`src/common/memmap_defs.svh`:
```
// constants of the on-chip memory map decoder
//
// Notes on behaviour
// - one linear 16 Mbyte space; byte and word access reach every location except the peripheral windows, which take word access only
// - user mode: four 8K flash blocks at 0-7FFF, 32K at 18000, 64Ks to 4FFFF
// - test flash block hidden in user mode, at address zero in bootstrap
// - low extension RAM E000-E7FF needs global and own enable (bit 2)
// - low extension RAM disabled: range goes to external interface
// - high extension RAM at programmed range needs global and own enable (bit 3)
// - after reset high extension RAM at 90000-93FFF, mirrored every 16K
// - extension RAM: 16-bit, no wait state, byte and word allowed
// - extension RAM never used as system stack, register bank or bit storage; only stack and bit accesses refused, register bank address not checked
// - first CAN window EF00-EFFF needs global enable and bit 0
// - second CAN window EE00-EEFF needs global enable and bit 1
// - clock window ED00-EDFF needs global enable and bit 4
// - extra PWM window EC00-ECFF needs global enable and bit 6
// - second async serial window E900-E9FF needs global enable and bit 7
// - second sync serial window E800-E8FF needs global enable and bit 8
// - I2C window EA00-EAFF needs global enable and bit 9
// - misc window EB00-EBFF needs global enable and bit 10
// - peripheral windows: word only, two wait states, no tristate wait
// - any CAN in use limits segment lines to four, 1 Mbyte external
// - disabled peripheral occupies no address, pins or interrupts
// - flash fetch 32-bit wide; data reads and control area 16-bit
// - register bank: sixteen words, first eight also as byte halves
`ifndef MEMMAP_DEFS_SVH
`define MEMMAP_DEFS_SVH
`define ADDR_W 24
`define FL_LOW_END 24'h00_7FFF
`define FL_MID_BASE 24'h01_8000
`define FL_HIGH_END 24'h04_FFFF
`define FL_CTRL_BASE 24'h08_0000
`define FL_CTRL_END 24'h08_FFFF
`define TEST_FL_END 24'h00_1FFF
`define XRAM_LOW_BASE 24'h00_E000
`define XRAM_LOW_END 24'h00_E7FF
`define XRAM_HIGH_RESET 12'h090
`define XRAM_HIGH_MASK 24'hFF_C000
// mirror span is our choice: the 16K area repeats inside one 64K segment
`define XRAM_HIGH_SPAN_MASK 24'hFF_0000
`define SEG_PAGE_MASK 24'hFF_FF00
`define WIN_CAN1 24'h00_EF00
`define WIN_CAN2 24'h00_EE00
`define WIN_RTC 24'h00_ED00
`define WIN_PWM 24'h00_EC00
`define WIN_ASC 24'h00_E900
`define WIN_SSC 24'h00_E800
`define WIN_I2C 24'h00_EA00
`define WIN_MISC 24'h00_EB00
`define SYS_XBUS_BIT 2
`define EN_XRAM_LOW 2
`define EN_XRAM_HIGH 3
`define EN_CAN1 0
`define EN_CAN2 1
`define EN_RTC 4
`define EN_PWM 6
`define EN_ASC 7
`define EN_SSC 8
`define EN_I2C 9
`define EN_MISC 10
`define XBUS_WAITS 2'h2
`define SEG_LINES_FULL 4'h8
`define SEG_LINES_CAN 4'h4
`define GPR_WORDS 5'h10
`define GPR_BYTE_WORDS 5'h08
`endif

```
`src/common/memmap_pkg.sv`:
```
// types of the on-chip memory map decoder
package memmap_pkg;
  typedef enum logic [3:0] {
    TGT_EXTERNAL, TGT_FLASH, TGT_TEST_FLASH, TGT_FLASH_CTRL, TGT_XRAM_LOW, TGT_XRAM_HIGH,
    TGT_CAN1, TGT_CAN2, TGT_RTC, TGT_PWM, TGT_ASC, TGT_SSC, TGT_I2C, TGT_MISC
  } target_t;
  typedef enum logic [1:0] {ST_IDLE, ST_WAIT} phase_t;
  typedef struct packed {
    logic valid;
    logic write;
    logic fetch;
    logic byte_access;
    logic [23:0] addr;
    logic [15:0] wdata;
  } cpu_req_t;
  typedef struct packed {
    target_t target;
    logic [23:0] addr;
    logic write;
    logic fetch;
    logic byte_access;
    logic [15:0] wdata;
    logic wide_path;
    logic [1:0] waits;
  } route_t;
endpackage

```
`src/logic/region_match.sv`:
```
// combinational address to target lookup
`timescale 1ns/1ps
`include "memmap_defs.svh"
module region_match
  import memmap_pkg::*;
(
  input wire logic [23:0] addr,
  input wire logic bootstrap,
  input wire logic xbus_on,
  input wire logic [15:0] periph_en,
  input wire logic [11:0] xram_high_seg,
  output target_t target
);
  function automatic logic in_page(input logic [23:0] a, input logic [23:0] base);
    in_page = (a & `SEG_PAGE_MASK) == base;
  endfunction
  logic [23:0] high_base;
  assign high_base = {xram_high_seg, 12'h000} & `XRAM_HIGH_MASK;
  always_comb begin
    target = TGT_EXTERNAL;
    if (bootstrap && addr <= `TEST_FL_END) begin
      target = TGT_TEST_FLASH;
    end else if (addr <= `FL_LOW_END || (addr >= `FL_MID_BASE && addr <= `FL_HIGH_END)) begin
      target = TGT_FLASH;
    end else if (addr >= `FL_CTRL_BASE && addr <= `FL_CTRL_END) begin
      target = TGT_FLASH_CTRL;
    end else if (xbus_on) begin
      // off peripherals fall through, leaving their range unoccupied
      if (periph_en[`EN_XRAM_LOW] && addr >= `XRAM_LOW_BASE && addr <= `XRAM_LOW_END) begin
        target = TGT_XRAM_LOW;
      end else if (periph_en[`EN_XRAM_HIGH] &&
                   (addr & `XRAM_HIGH_SPAN_MASK) == (high_base & `XRAM_HIGH_SPAN_MASK)) begin
        target = TGT_XRAM_HIGH;
      end else if (periph_en[`EN_CAN1] && in_page(addr, `WIN_CAN1)) begin
        target = TGT_CAN1;
      end else if (periph_en[`EN_CAN2] && in_page(addr, `WIN_CAN2)) begin
        target = TGT_CAN2;
      end else if (periph_en[`EN_RTC] && in_page(addr, `WIN_RTC)) begin
        target = TGT_RTC;
      end else if (periph_en[`EN_PWM] && in_page(addr, `WIN_PWM)) begin
        target = TGT_PWM;
      end else if (periph_en[`EN_ASC] && in_page(addr, `WIN_ASC)) begin
        target = TGT_ASC;
      end else if (periph_en[`EN_SSC] && in_page(addr, `WIN_SSC)) begin
        target = TGT_SSC;
      end else if (periph_en[`EN_I2C] && in_page(addr, `WIN_I2C)) begin
        target = TGT_I2C;
      end else if (periph_en[`EN_MISC] && in_page(addr, `WIN_MISC)) begin
        target = TGT_MISC;
      end
    end
  end
endmodule // region_match

```
`src/logic/gpr_bank_addr.sv`:
```
// general register bank address former
`timescale 1ns/1ps
`include "memmap_defs.svh"
module gpr_bank_addr (
  input wire logic [23:0] context_ptr,
  input wire logic [4:0] reg_num,
  input wire logic byte_reg,
  output logic [23:0] gpr_addr,
  output logic gpr_legal
);
  // byte regs 0..15 map to low/high halves of words 0..7
  always_comb begin
    gpr_legal = byte_reg ? (reg_num < (`GPR_BYTE_WORDS << 1)) : (reg_num < `GPR_WORDS);
    if (byte_reg) begin
      gpr_addr = context_ptr + {19'h0, reg_num};
    end else begin
      gpr_addr = context_ptr + {18'h0, reg_num, 1'b0};
    end
  end
endmodule // gpr_bank_addr

```
`src/logic/onchip_memory_map_decoder.sv`:
```
// address decoder and router for the unified on-chip memory map
`timescale 1ns/1ps
`include "memmap_defs.svh"
module onchip_memory_map_decoder
  import memmap_pkg::*;
(
  input wire logic clk,
  input wire logic reset_n,
  input wire logic clk_en,
  input wire cpu_req_t cpu_req,
  input wire logic stack_access,
  input wire logic bit_access,
  input wire logic bootstrap,
  input wire logic [15:0] system_config_reg,
  input wire logic [15:0] xbus_periph_enable_reg,
  input wire logic ext_ram_high_address_write,
  input wire logic [11:0] ext_ram_high_address_data,
  input wire logic [23:0] context_ptr,
  input wire logic [4:0] gpr_num,
  input wire logic gpr_byte,
  output logic cpu_ready,
  output route_t route,
  output logic route_valid,
  output logic access_error,
  output logic [11:0] ext_ram_high_address_reg,
  output logic [3:0] segment_lines,
  output logic [15:0] periph_present,
  output logic [23:0] gpr_addr,
  output logic gpr_legal
);
  //////////////////////////////////////////////////////////////////////
  typedef struct packed {
    phase_t phase;
    logic [1:0] wait_cnt;
    route_t route;
    logic route_valid;
    logic access_error;
    logic [11:0] high_seg;
    logic [3:0] seg_lines;
    logic [15:0] present;
  } state_t;
  state_t state, next_state;
  logic xbus_on;
  target_t target;
  logic ext_ram_hit, periph_hit, bad_use;
  assign xbus_on = system_config_reg[`SYS_XBUS_BIT];
  region_match u_match (
    .addr(cpu_req.addr),
    .bootstrap(bootstrap),
    .xbus_on(xbus_on),
    .periph_en(xbus_periph_enable_reg),
    .xram_high_seg(state.high_seg),
    .target(target)
  );
  gpr_bank_addr u_gpr (
    .context_ptr(context_ptr),
    .reg_num(gpr_num),
    .byte_reg(gpr_byte),
    .gpr_addr(gpr_addr),
    .gpr_legal(gpr_legal)
  );
  //////////////////////////////////////////////////////////////////////
  function automatic logic is_periph(input target_t t);
    is_periph = t inside {TGT_CAN1, TGT_CAN2, TGT_RTC, TGT_PWM, TGT_ASC, TGT_SSC, TGT_I2C, TGT_MISC};
  endfunction
  assign ext_ram_hit = target inside {TGT_XRAM_LOW, TGT_XRAM_HIGH};
  assign periph_hit = is_periph(target);
  // extension RAM looks external: no stack or bit storage there; byte to peripheral refused
  assign bad_use = (ext_ram_hit && (stack_access || bit_access)) || (periph_hit && cpu_req.byte_access);
  assign cpu_ready = (state.phase == ST_IDLE);
  always_comb begin
    next_state = state;
    next_state.route_valid = 1'b0;
    next_state.access_error = 1'b0;
    // windows appear only if enabled while global enable is set
    next_state.present = xbus_on ? xbus_periph_enable_reg : 16'h0000;
    next_state.seg_lines = (next_state.present[`EN_CAN1] || next_state.present[`EN_CAN2]) ?
                           `SEG_LINES_CAN : `SEG_LINES_FULL;
    if (ext_ram_high_address_write) begin
      next_state.high_seg = ext_ram_high_address_data;
    end
    case (state.phase)
      ST_IDLE: begin
        if (cpu_req.valid) begin
          if (bad_use) begin
            next_state.access_error = 1'b1;
          end else begin
            next_state.route.target = target;
            next_state.route.addr = cpu_req.addr;
            next_state.route.write = cpu_req.write;
            next_state.route.fetch = cpu_req.fetch;
            next_state.route.byte_access = cpu_req.byte_access;
            next_state.route.wdata = cpu_req.wdata;
            next_state.route.wide_path = cpu_req.fetch && target inside {TGT_FLASH, TGT_TEST_FLASH};
            next_state.route.waits = periph_hit ? `XBUS_WAITS : 2'h0;
            if (periph_hit) begin
              next_state.phase = ST_WAIT;
              next_state.wait_cnt = `XBUS_WAITS;
            end else begin
              next_state.route_valid = 1'b1;
            end
          end
        end
      end
      ST_WAIT: begin
        next_state.wait_cnt = state.wait_cnt - 2'h1;
        if (state.wait_cnt == 2'h1) begin
          next_state.phase = ST_IDLE;
          next_state.route_valid = 1'b1;
        end
      end
      default: begin
        next_state.phase = ST_IDLE;
      end
    endcase
  end
  always_ff @(posedge clk or negedge reset_n) begin
    if (!reset_n) begin
      state <= '0;
      state.phase <= ST_IDLE;
      state.high_seg <= `XRAM_HIGH_RESET;
      state.seg_lines <= `SEG_LINES_FULL;
    end else if (clk_en) begin
      state <= next_state;
    end
  end
  assign route = state.route;
  assign route_valid = state.route_valid;
  assign access_error = state.access_error;
  assign ext_ram_high_address_reg = state.high_seg;
  assign segment_lines = state.seg_lines;
  assign periph_present = state.present;
endmodule // onchip_memory_map_decoder

```
`config.mk`:
```
export PLATFORM = sky130hd
export DESIGN_NAME = onchip_memory_map_decoder
export DESIGN_NICKNAME = d
export VERILOG_FILES = /design/src/common/memmap_pkg.sv /design/src/logic/region_match.sv /design/src/logic/gpr_bank_addr.sv /design/src/logic/onchip_memory_map_decoder.sv
export VERILOG_INCLUDE_DIRS = /design/src /design/src/common
export SDC_FILE = /design/constraint.sdc
export NUM_CORES = 1
export LEC_CHECK = 0
export ABC_AREA = 1
export BUFFER_PORTS_ARGS = -buffer_cell sky130_fd_sc_hd__buf_4
export CORE_MARGIN = 2
export CORE_UTILIZATION = 40
export DETAILED_ROUTE_END_ITERATION = 8
export GPL_ROUTABILITY_DRIVEN = 0
export MAX_ROUTING_LAYER = met4
export PLACE_DENSITY = 0.67
export SYNTH_ARGS = -nofsm -noshare
export SYNTH_HDL_FRONTEND = slang
export SYNTH_HIERARCHICAL = 1
export SYNTH_SLANG_ARGS = --single-unit
```
`constraint.sdc`:
```
create_clock -name clk -period 3.5 [get_ports clk]
set_input_delay 0.525 -clock clk [delete_from_list [all_inputs] [get_ports clk]]
set_output_delay 0.525 -clock clk [all_outputs]
set_load 0.1 [all_outputs]
```
==> impl_results.md <==
* Global Route Usage Sum at 0.195
* Post-DRT Antenna Nets at 0
* Post-layout util at 0.509
* Worst slew pin tran at 1.06 ns
* Syn Area/Cell at 7.26 sq um
* Initial Util at 0.407
* TNS Setup at 0 ns
* Grt total ovfl at 0
* Req. time, crit path at 2.97 ns
* Crit path max fanout at 5
* Routing usage on met1 at 0.250
* Bufs and invs on worst path at 2
* First-pass GRT wire length at 24.6 mm
* Htree depth at 3
* Clock Skews at 0.00725 ns
* Post-Synth Simple-Gate Area at 0.358
* Root Driver: clkbuf_16
* Fmax at 0.336 GHz
* Vias in the first global route at 5103
* CP max-delay cell: fa_1
* Post-synth top area cell: dfrtp_1
* CP arrival at 2.45 ns
* GRT busiest layer: met2
* First-pass DRT Iterations at 4
* Area added between synthesis and finish at 24.9%
* Critical Path, Cell by Cell: buf_4 -> ha_1 -> fa_1 -> nand2_1 -> nand2_1 -> nand3_1 -> nand3_1 -> nand3b_1 -> xor2_2 -> buf_4
* Worst-path clk slew at 0.06 ns
* Static leakage at 4.13 nW
* Vias/cell at 4.70
* YS warnings at 6
* DR WL/cell at 13.4 um
* Hold WS at 0.364 ns
* VDD IR max at 0.232 mV
* Sw frac at 0.468
* RSZ-0062 raised after global routing: no
* Synth unique cells at 45
* Mapped Cells at 813
* Final Critical Period at 2.97 ns
* Final setup viols at 0
* Synthesized flop and latch total at 84
* Sw Pwr at 1.78 mW
* Post-CTS Resized at 0
* Post-synth top area share at 0.344
* Max reg flops at 49
* Clock share of power at 0.253
* Delay-heaviest family, CP: simple AND/OR/NAND/NOR gates
* Post-synth EDFFs at 0
* Drt drc at 0
* Post-Synth Adder-Cell Area at 0.0301
* Largest stage delay, worst path at 0.40 ns
* CP Launch Type: input pin
* Internal Power at 2.02 mW
* CTS tree: built
* Largest net degree at the start of global routing at 85
* DPL Wire Length at 11.7 mm
* Most frequent cells after synthesis: 314 x nand2_1, 86 x buf_4, 81 x dfrtp_1
* FFs w/ async S/R, synth at 1.00
* 1st-iter DRT viols at 344
* Cts hold-fix bufs at 0
* Top cells by area, synth: dfrtp_1 34%, nand2_1 20%, buf_4 11%, nand3_1 4.8%, inv_1 4.3%
* CP endpoint kind: primary output
* Port Buffers at 216
* Worst Path Class, Setup: in2out
* Seq/Total Area, Yosys at 0.357
* Nets at 1084
* Core Box Area at 0.0145 sq mm
* Vias at 5337
* Post-Synth XOR/XNOR Area at 0.0178
* Tot Pwr at 3.80 mW
* Sequential group share of total power at 0.301
* Combinational family with the most area after synthesis: simple AND/OR/NAND/NOR gates
* Comb pwr share at 0.446
* Cell Rows at 44
* GR met3 Demand/Resource at 0.0505
* Pwr Density at 516 mW/mm^2
* Die H at 125 um
* Fraction of layout cells with a size suffix above 1 at 0.310
* I/O Pins at 235
* Antenna violations before repair at 0
* Clock Tree Buf Depth at 2
* Layout Cells excl Fill at 1135
* Final Max Slew Viols at 0
* Worst-skew pair later-pin latency at 0.34 ns
* Hold Vio Cnt, Final at 0
* Placed cell count at 1119
* Status: complete, no violations
* R2R cell count at 16
* Worst Hold Class: in2async
* Most numerous cell in the Yosys netlist: nand2_1
* Fin crit share at 0.849
* MaxCap Viol Count at 0
* Ys flop type: dfrtp_1
* # diodes at 0
* Number of buffers created by CTS at 9
* Slew margin rel. at 0.294
* Die area at 0.0157 sq mm
* Post-detailed-routing wire length at 15.2 mm
* Mapped Area at 0.00590 sq mm
* Met2 track demand over resource at 0.310
* Crit path depth at 10
* Mux cell area share after synthesis at 0.0229
* Fill cells at 1460
* Synth Area in Compound Gates at 0.0397
* CTS Sinks at 84
* Die width at 125 um
* Post-CTS setup buffers at 0
[area by class of cell]
class,instances,area (sq um),share of cell area
clock buffer,9,225,0.0306
clock inverter,7,81.3,0.0110
inverter,73,274,0.0372
multi-input combinational,558,2800,0.380
sequential,84,2110,0.286
tap,184,230,0.0312
timing repair buffer,220,1650,0.224
[stage by stage]
stage          area (sq um)  worst slack, ns
6_report               7370            0.528
2_1_floorplan          5930          0.00294
3_3_place_gp           7060            0.574
5_1_grt                7370            0.420
4_1_cts                7370            0.549
3_5_place_dp           7060            0.561
[power groups by stage]
| stage | clock [mW] | sequential, mW | combinational, mW |
|---|---|---|---|
| floorplan | 0 | 1.15 | 1.44 |
| global placement | 0 | 1.16 | 1.70 |
| detailed placement | 0 | 1.16 | 1.70 |
| CTS | 0.997 | 1.15 | 1.71 |
| global route | 1.03 | 1.16 | 1.78 |
| finish | 0.961 | 1.15 | 1.70 |
[cells in the final DEF, fill, tap and decap left out, types with 4 or more instances in the layout]
cell type | Yosys | routed
buf_4 | 86 | 220
nand4_1 | 14 | 14
a21oi_1 | 9 | 9
o21ai_0 | 8 | 8
nor2_4 | 4 | 4
nor2_1 | 53 | 53
nand2_2 | 7 | 7
nor2_2 | 4 | 4
mux2_2 | 12 | 12
xor2_1 | 9 | 6
nand2_1 | 314 | 314
nand3_2 | 4 | 4
inv_1 | 67 | 67
dfrtp_1 | 81 | 81
ha_1 | 11 | 11
nor3_1 | 5 | 5
nand3_1 | 56 | 56
clkbuf_16 | 0 | 9
o21ai_1 | 7 | 7
o21ai_2 | 4 | 4
inv_2 | 5 | 5
[routing by layer]
| layer | share of wire | vias up |
|---|---|---|
| met5 | 0 | - |
| met2 | 0.46 | 201 |
| met1 | 0.44 | 2389 |
| met4 | 0.015 | 0 |
| met3 | 0.084 | 22 |
| li1 | - | 2725 |
[path summary, 6_finish.rpt]
path                            slack (ns)                      endpoint                                     from
worst max-delay path                  0.53                  gpr_addr[14]                           context_ptr[0]
worst min-delay path                  0.36         route[43]$_DFFE_PN0P_                                  reset_n
worst max register to register        0.93         route[47]$_DFFE_PN0P_  ext_ram_high_address_reg[4]$_DFFE_PN1P_
worst min register to register        0.48  segment_lines[3]$_DFFE_PN1P_             segment_lines[3]$_DFFE_PN1P_
max in group asynchronous             2.43      access_error$_DFFE_PN0P_                                  reset_n
min in group clk                      0.38         route[15]$_DFFE_PN0P_                              cpu_req[12]
[kinds of logic (layout without fill, tap and decap cells)]
| family | after synthesis | count (layout) |
|---|---|---|
| xor gates and xnor gates | 12 | 12 |
| muxes | 12 | 12 |
| buffers and inverters | 173 | 309 |
| AOI/OAI and AO/OA | 38 | 38 |
| DFF | 84 | 84 |
| and+or+nand+nor | 480 | 480 |
| other | 1 | 3 |
| adders and majority gates | 13 | 13 |
(Power assumes the default switching activity.)
